<file path="config.mk">
export PLATFORM = sky130hd
export DESIGN_NAME = cpuex_top
export DESIGN_NICKNAME = d
export VERILOG_FILES = /design/src/hw/cpuex_pkg.sv /design/src/hw/cpuex_file_mem.sv /design/src/hw/cpuex_top.sv
export SDC_FILE = /design/constraint.sdc
export NUM_CORES = 2
export LEC_CHECK = 0
export BUFFER_PORTS_ARGS = -buffer_cell sky130_fd_sc_hd__buf_2
export CORE_MARGIN = 3
export CORE_UTILIZATION = 40
export CTS_BUF_LIST = sky130_fd_sc_hd__clkbuf_4 sky130_fd_sc_hd__clkbuf_8 sky130_fd_sc_hd__clkbuf_16
export CTS_CLUSTER_DIAMETER = 30
export CTS_CLUSTER_SIZE = 25
export DETAILED_ROUTE_END_ITERATION = 16
export PLACE_DENSITY = 0.58
export SYNTH_ARGS = -nofsm -noshare
export SYNTH_HDL_FRONTEND = slang
export SYNTH_SLANG_ARGS = --single-unit
</file>
<file path="constraint.sdc">
create_clock -name clk_sys -period 10.51 [get_ports clk_sys]
set_clock_uncertainty 0.2 [all_clocks]
set_input_delay 1.5765 -clock clk_sys [delete_from_list [all_inputs] [get_ports clk_sys]]
set_output_delay 1.5765 -clock clk_sys [all_outputs]
set_load 0.05 [all_outputs]
</file>
<file path="src/hw/cpuex_pkg.sv">
// shared constants and types for the execution subset
`default_nettype none
package cpuex_pkg;
  localparam int unsigned DATA_W     = 8;
  localparam int unsigned ADDR_W     = 7;
  localparam int unsigned K_W        = 11;
  localparam int unsigned PC_W       = 13;
  localparam int unsigned LATCH_W    = 8;
  localparam int unsigned LATCH_HI   = 4;
  localparam int unsigned LATCH_LO   = 3;
  localparam int unsigned FILE_DEPTH = 128;
  // clocks per instruction cycle
  localparam int unsigned CYC_CLKS   = 4;
  localparam int unsigned CNT_W      = 2;
  localparam logic [CNT_W-1:0] CNT_LAST = 2'h3;
  localparam logic [CNT_W-1:0] CNT_ZERO = 2'h0;
  localparam logic [CNT_W-1:0] CNT_ONE  = 2'h1;
  localparam logic [DATA_W-1:0] W_RST   = 8'h00;
  localparam logic [DATA_W-1:0] ONE_B   = 8'h01;
  localparam logic [PC_W-1:0]  PC_RST   = 13'h0000;
  localparam logic [PC_W-1:0]  PC_ONE   = 13'h0001;
  localparam logic             DEST_W   = 1'b0;
  localparam logic             DEST_F   = 1'b1;

  typedef enum logic [2:0] {
    LONG_JUMP_OP     = 3'h0,
    INC_SKIP_ZERO_OP = 3'h1,
    INC_FILE_OP      = 3'h2,
    OR_LITERAL_OP    = 3'h3,
    OR_FILE_OP       = 3'h4,
    SHIFT_LEFT_OP    = 3'h5
  } cpuex_op_t;

  typedef enum logic [2:0] {
    ST_IDLE  = 3'b001,
    ST_EXEC  = 3'b010,
    ST_EXTRA = 3'b100
  } cpuex_state_t;

  typedef struct packed {
    cpuex_op_t         op;
    logic [K_W-1:0]    k;
    logic [ADDR_W-1:0] faddr;
    logic              dest;
  } cpuex_req_t;

  typedef struct packed {
    logic              en;
    logic [ADDR_W-1:0] addr;
    logic [DATA_W-1:0] data;
  } cpuex_wr_t;
endpackage
`default_nettype wire

</file>
<file path="src/hw/cpuex_file_mem.sv">
// file register memory with registered read data
`default_nettype none
module cpuex_file_mem
  import cpuex_pkg::*;
#(
  parameter int unsigned DEPTH = FILE_DEPTH
) (
  // clock
  input  wire logic              clk_sys,
  // write port
  input  wire cpuex_wr_t         wr,
  // read port
  input  wire logic [ADDR_W-1:0] rd_addr,
  output var  logic [DATA_W-1:0] rd_data_q
);
  logic [DATA_W-1:0] mem_q [DEPTH];

  // no reset on the array: contents are defined by preload before use
  always_ff @(posedge clk_sys) begin
    if (wr.en) begin
      mem_q[wr.addr] <= wr.data;
    end
    rd_data_q <= mem_q[rd_addr];
  end
endmodule
`default_nettype wire

</file>
<file path="src/hw/cpuex_top.sv">
// execution unit for the jump, increment, or and left shift subset
`default_nettype none
module cpuex_top
  import cpuex_pkg::*;
(
  // clock and reset
  input  wire logic               clk_sys,
  input  wire logic               rst_n,
  // instruction request
  input  wire logic               req_valid,
  input  wire cpuex_req_t         req,
  output var  logic               req_ready_q,
  output var  logic               done_q,
  // upper page latch contents
  input  wire logic [LATCH_W-1:0] upper_page_latch,
  // preload of file registers and accumulator, taken while idle
  input  wire cpuex_wr_t          file_load,
  input  wire logic               w_load_en,
  input  wire logic [DATA_W-1:0]  w_load_data,
  // inspection of a file register while idle
  input  wire logic [ADDR_W-1:0]  peek_addr,
  output var  logic [DATA_W-1:0]  peek_data_q,
  // architectural state
  output var  logic [PC_W-1:0]    pc_q,
  output var  logic [DATA_W-1:0]  w_q,
  output var  logic               carry_q,
  output var  logic               zero_q,
  output var  logic               no_operation_q
);
  cpuex_state_t      st_q,    st_d;
  logic [CNT_W-1:0]  cnt_q,   cnt_d;
  cpuex_req_t        op_q,    op_d;
  logic [PC_W-1:0]   pc_d;
  logic [DATA_W-1:0] w_d;
  logic              carry_d, zero_d, done_d, ready_d, nop_d;
  logic              skip_q,  skip_d;
  logic [DATA_W-1:0] res;
  logic [DATA_W-1:0] fdata;
  logic [ADDR_W-1:0] rd_addr;
  logic              writes_dest;
  cpuex_wr_t         wr;
  logic              cyc_end;

  // end of an instruction cycle: the counter divides the clock by four
  // and restarts on each accepted request, so timing is request-relative
  assign cyc_end = (cnt_q == CNT_LAST);

  // idle reads follow the peek address, busy reads the operand; the
  // registered read data settle by the second busy clock, well before
  // the result edge
  assign rd_addr = (st_q == ST_IDLE) ? peek_addr : op_q.faddr;

  cpuex_file_mem #(
    .DEPTH     (FILE_DEPTH)
  ) u_mem (
    .clk_sys   (clk_sys),
    .wr        (wr),
    .rd_addr   (rd_addr),
    .rd_data_q (fdata)
  );

  assign peek_data_q = fdata;

  // result of the operation in flight
  // increment wraps to zero, which is exactly what the skip tests
  always_comb begin
    res         = fdata;
    writes_dest = 1'b1;
    unique case (op_q.op)
      INC_SKIP_ZERO_OP,
      INC_FILE_OP:   res = DATA_W'(fdata + ONE_B);
      OR_LITERAL_OP: res = w_q | op_q.k[DATA_W-1:0];
      OR_FILE_OP:    res = w_q | fdata;
      SHIFT_LEFT_OP: res = {fdata[DATA_W-2:0], 1'b0};
      LONG_JUMP_OP:  writes_dest = 1'b0;
      default:       writes_dest = 1'b0;
    endcase
  end

  always_comb begin
    st_d    = st_q;
    cnt_d   = cnt_q;
    op_d    = op_q;
    pc_d    = pc_q;
    w_d     = w_q;
    carry_d = carry_q;
    zero_d  = zero_q;
    skip_d  = skip_q;
    done_d  = 1'b0;
    nop_d   = 1'b0;
    wr      = file_load;
    wr.en   = 1'b0;
    unique case (st_q)
      ST_IDLE: begin
        // preload only while idle: a write racing a busy instruction
        // could clobber its operand between read and result
        wr.en = file_load.en;
        if (w_load_en) begin
          w_d = w_load_data;
        end
        if (req_valid) begin
          op_d  = req;
          cnt_d = CNT_ZERO;
          st_d  = ST_EXEC;
        end
      end
      ST_EXEC: begin
        cnt_d = cnt_q + CNT_ONE;
        if (cyc_end) begin
          // every result lands on one edge so pc, flags and file agree
          wr.addr = op_q.faddr;
          wr.data = res;
          if (writes_dest) begin
            // literal or always lands in the accumulator
            if (op_q.op == OR_LITERAL_OP || op_q.dest == DEST_W) begin
              w_d = res;
            end else begin
              wr.en = 1'b1;
            end
          end
          unique case (op_q.op)
            INC_FILE_OP, OR_LITERAL_OP, OR_FILE_OP: begin
              zero_d = (res == W_RST);
            end
            SHIFT_LEFT_OP: begin
              // carry comes from the operand, not the shifted result
              carry_d = fdata[DATA_W-1];
              zero_d  = (res == W_RST);
            end
            default: begin
              // jump and increment-skip leave the flags alone
            end
          endcase
          // remembered so the extra cycle knows to step pc past the word
          skip_d = (op_q.op == INC_SKIP_ZERO_OP) && (res == W_RST);
          if (op_q.op == LONG_JUMP_OP) begin
            // latch is read at the result edge, not at acceptance, so it
            // must be settled by the result edge, not when the jump is issued
            pc_d = {upper_page_latch[LATCH_HI:LATCH_LO],
                    op_q.k};
            st_d = ST_EXTRA;
          end else begin
            // no fetch unit here: pc steps once per executed word
            pc_d = pc_q + PC_ONE;
            if (op_q.op == INC_SKIP_ZERO_OP && res == W_RST) begin
              st_d = ST_EXTRA;
            end else begin
              st_d   = ST_IDLE;
              done_d = 1'b1;
            end
          end
        end
      end
      ST_EXTRA: begin
        // second cycle of a jump or taken skip; a jump only waits here,
        // standing in for the flush of the word fetched behind it
        cnt_d = cnt_q + CNT_ONE;
        if (cyc_end) begin
          // the skipped word is consumed as a no-operation
          if (skip_q) begin
            pc_d  = pc_q + PC_ONE;
            nop_d = 1'b1;
          end
          skip_d = 1'b0;
          st_d   = ST_IDLE;
          done_d = 1'b1;
        end
      end
      default: begin
        // an illegal one-hot code falls back to idle instead of hanging
        st_d = ST_IDLE;
      end
    endcase
    ready_d = (st_d == ST_IDLE);
  end

  // handshake pulses share the state register stage, so every output
  // leaves straight from a flip-flop
  always_ff @(posedge clk_sys or negedge rst_n) begin
    if (!rst_n) begin
      st_q           <= ST_IDLE;
      cnt_q          <= CNT_ZERO;
      op_q           <= '0;
      pc_q           <= PC_RST;
      w_q            <= W_RST;
      carry_q        <= 1'b0;
      zero_q         <= 1'b0;
      skip_q         <= 1'b0;
      done_q         <= 1'b0;
      no_operation_q <= 1'b0;
      req_ready_q    <= 1'b1;
    end else begin
      st_q           <= st_d;
      cnt_q          <= cnt_d;
      op_q           <= op_d;
      pc_q           <= pc_d;
      w_q            <= w_d;
      carry_q        <= carry_d;
      zero_q         <= zero_d;
      skip_q         <= skip_d;
      done_q         <= done_d;
      no_operation_q <= nop_d;
      req_ready_q    <= ready_d;
    end
  end
endmodule
`default_nettype wire

</file>
==> results by group <==
Floorplan
  • I/O pin count: between 90 and 100
  • Num rows: approximately 120
  • Die area: ~120000 um^2
  • Die Height: 340 um
  • Die width: 340 um
  • Starting Density: between 40% and 50%
  • Core box area: between 100000 and 150000 um^2

Synth
  • Synth cell types: 76
  • Count leader, synth: edfxtp_1
  • FF+latch count, synth: 1086
  • Predominant post-synthesis flop cell: edfxtp_1
  • Post-synth top area share: just under 70%
  • Largest area contributor in the netlist: edfxtp_1
  • Post-synth EDFFs: ~1000
  • Share of synthesized registers carrying an async set or reset: around 5.0%
  • Top cells by count, synth: edfxtp_1 (1024), nand2_1 (625), nand3_1 (262)
  • Synthesized area: between 40000 and 50000 um^2
  • Post-synth net total: 3271
  • Top post-synthesis cells by area: edfxtp_1 (69%), mux2i_1 (5.7%), nand2_1 (5.3%), nand3_1 (2.9%), dfrtp_1 (2.9%)
  • Synth Warn #: 0
  • Avg Inst Size Synth: 13.9 um^2
  • Cell count after synthesis: between 3000 and 4000
  • Register area share after synthesis: between 70 and 80%

Power
  • Net Sw Frac: between 30% and 40%
  • Power Density: between 300 and 400 nW/um^2
  • Pint: about 11 mW
  • Leakage: around 18 nW
  • Switching power of the nets: just over 6 mW
  • Clock power frac: 37.5%
  • Reg power frac: between 30% and 40%
  • Comb power frac: around a third
  • Peak supply drop: approximately 0.38 mV

STA
  • Final Setup Violations: 0
  • Final Slew Violations: 0
  • Final-report hold violation count: 0
  • FMAX: roughly 190 MHz
  • TNS Setup: 0 ns
  • Max_slew headroom: about an eighth
  • RSZ-0062 raised after global routing: no
  • Worst-margin pin slew: 1.29 ns
  • Min Tclk post-route: between 5 and 6 ns
  • Setup ws final: 5.17 ns
  • Final period util: 50.8%

Detailed routing
  • DRT iter0 DRCs: ~3100
  • Total wire length: roughly 120 mm
  • Routed via count: 27895
  • Antenna Nets Post-Route: 0
  • # DRC: 0
  • Drt via density: 5.59
  • Drt first pass iters: 6
  • Routed len/inst: between 20 and 25 um

Global routing
  • Largest net degree at the start of global routing: 150
  • Vias in the first global route: ~27000
  • GR Overflow Total: 0
  • First-pass GRT wire length: ~180 mm
  • Initial antenna violation count: 8
  • Total GRT Usage: a little over a fifth

Clocking
  • CTS tree: done
  • CTS H-Tree Depth: 4
  • Clock Root Buffer: clkbuf_16
  • Sink Count: roughly 1100
  • Clock Path Buffers: 3
  • Worst-Skew Late Latency: ~0.77 ns
  • Clock slew at reported path FFs: ~0.050 ns
  • PostCTS Resize Cnt: 0
  • Post-CTS Setup Bufs: 0
  • Total CTS buffers: 193
  • Hold_buf cts: 0

Worst setup path
  • CP Launch Type: flip-flop
  • Critical-path maximum fanout: 72
  • Path type of the worst setup path: flip-flop to flip-flop
  • CP Data Required Time: 10.99 ns
  • Setup crit end kind: flip-flop
  • WP data arrival: around 5.8 ns

Layout
  • Nets: 3415
  • Area grow syn2layout: 19.3%
  • Layout cell share with drive strength beyond 1: 16.8%
  • Util after Layout: slightly below 50%

Run status
  • Status: complete, no violations

Worst hold path
  • Hold WC Path Type: flip-flop to flip-flop

Placement
  • GP Congestion: 0.870
  • Dpl hpwl: approximately 74 mm
  • I/O Buffers: 92
  • Place WS: 4.88 ns

Flow run
  • Max-cap violations: 0
## power by group through the flow
stage / Combinational, mW / Clock (mW) / Sequential, mW
after CTS: 5.30 / 6.31 / 5.07
after detailed placement: 5.27 / 0 / 5.15
final: 5.32 / 6.24 / 5.08
after global placement: 5.27 / 0 / 5.15
after floorplan: 3.53 / 0 / 5.20
after global routing: 5.66 / 6.52 / 5.09
## worst max-delay path, stage by stage, from the launching register on
cell	delay, ns
dfstp_2	0.63
or3b_1	0.79
a21oi_4	0.28
buf_4	0.62
buf_4	0.81
nand2_1	0.52
o22ai_1	0.44
nor4_1	0.18
a22oi_1	0.40
o2111a_1	0.31
## sequential cells by signal, indices dropped and copies added, names as in the netlist
register and flops:
carry_q 1, cnt_q 2, done_q 1, no_operation_q 1, op_q 22, pc_q 13
req_ready_q 1, skip_q 1, st_q 3, u_mem.mem_q 1024, u_mem.rd_data_q 8, w_q 8
zero_q 1
## placed cells by master (no fill, tap or decap), drive strengths merged, types with 9 or more instances in the layout
master	Yosys	layout
clkinvlp	0	30
o221ai	40	40
bufinv	0	22
a22o	27	27
o41ai	9	9
nand4	31	31
dfrtp	52	52
clkinv	0	66
nor2	185	185
edfxtp	1024	1024
nand3b	10	10
mux2i	257	257
mux2	79	79
a31oi	85	85
nor4	9	9
o21ai	54	54
nor3	15	15
o22ai	31	31
clkbuf	78	214
inv	10	35
nand3	262	262
a21oi	56	56
nand2	625	625
buf	107	134
a32oi	15	15
a22oi	14	14
nand2b	13	13
## per-layer routing
metal	vias up	global-route usage, %	wire length (um)
met1	14047	29.3	53400
met3	200	4.16	9190
met4	10	7.50	3810
li1	12509	-	-
met2	1129	32.6	57000
met5	-	0	68
## metrics by stage
step,power (mW),instance area [um^2],cells,hold WS (ns)
floorplan,8.73,44600,3203,0.281
global placement,10.4,46500,4628,0.286
detailed placement,10.4,46500,4628,0.300
CTS,16.7,53200,4985,0.310
global route,17.3,53200,4985,0.328
finish,16.6,53200,4988,0.311
## cell families (layout without fill, tap and decap cells)
logic type,after synthesis,count (layout),synth area share (%)
other,0,3,0
and+or+nand+nor,1187,1187,11.5
DFF,1086,1086,72.3
AOI/OAI and AO/OA,394,394,6.18
adders and majority gates,3,3,0.0841
xor gates and xnor gates,2,2,0.0393
muxes,336,336,7.78
buffers and inverters,195,501,2.14
## area by class of cell
type / instances / area, um^2
Fill cell: 9299 / 56500
Multi-Input combinational cell: 1922 / 11600
Clock buffer: 214 / 5040
Clock inverter: 143 / 1640
Inverter: 10 / 37.5
Antenna cell: 3 / 7.51
Timing Repair Buffer: 134 / 801
Tap cell: 1476 / 1850
Sequential cell: 1086 / 32300
## worst paths after layout
kind	slack (ns)	depth (start not counted)	endpoint	startpoint
min	0.31	1	op_q[18]	op_q[18]
max reg2reg	5.17	9	u_mem.rd_data_q[4]	st_q[0]
max	5.17	9	u_mem.rd_data_q[4]	st_q[0]
max in group asynchronous	8.82	2	op_q[5]	rst_n
min reg2reg	0.31	1	op_q[18]	op_q[18]
min in group asynchronous	0.76	2	w_q[0]	rst_n
Power figures use the tool's default switching activity.
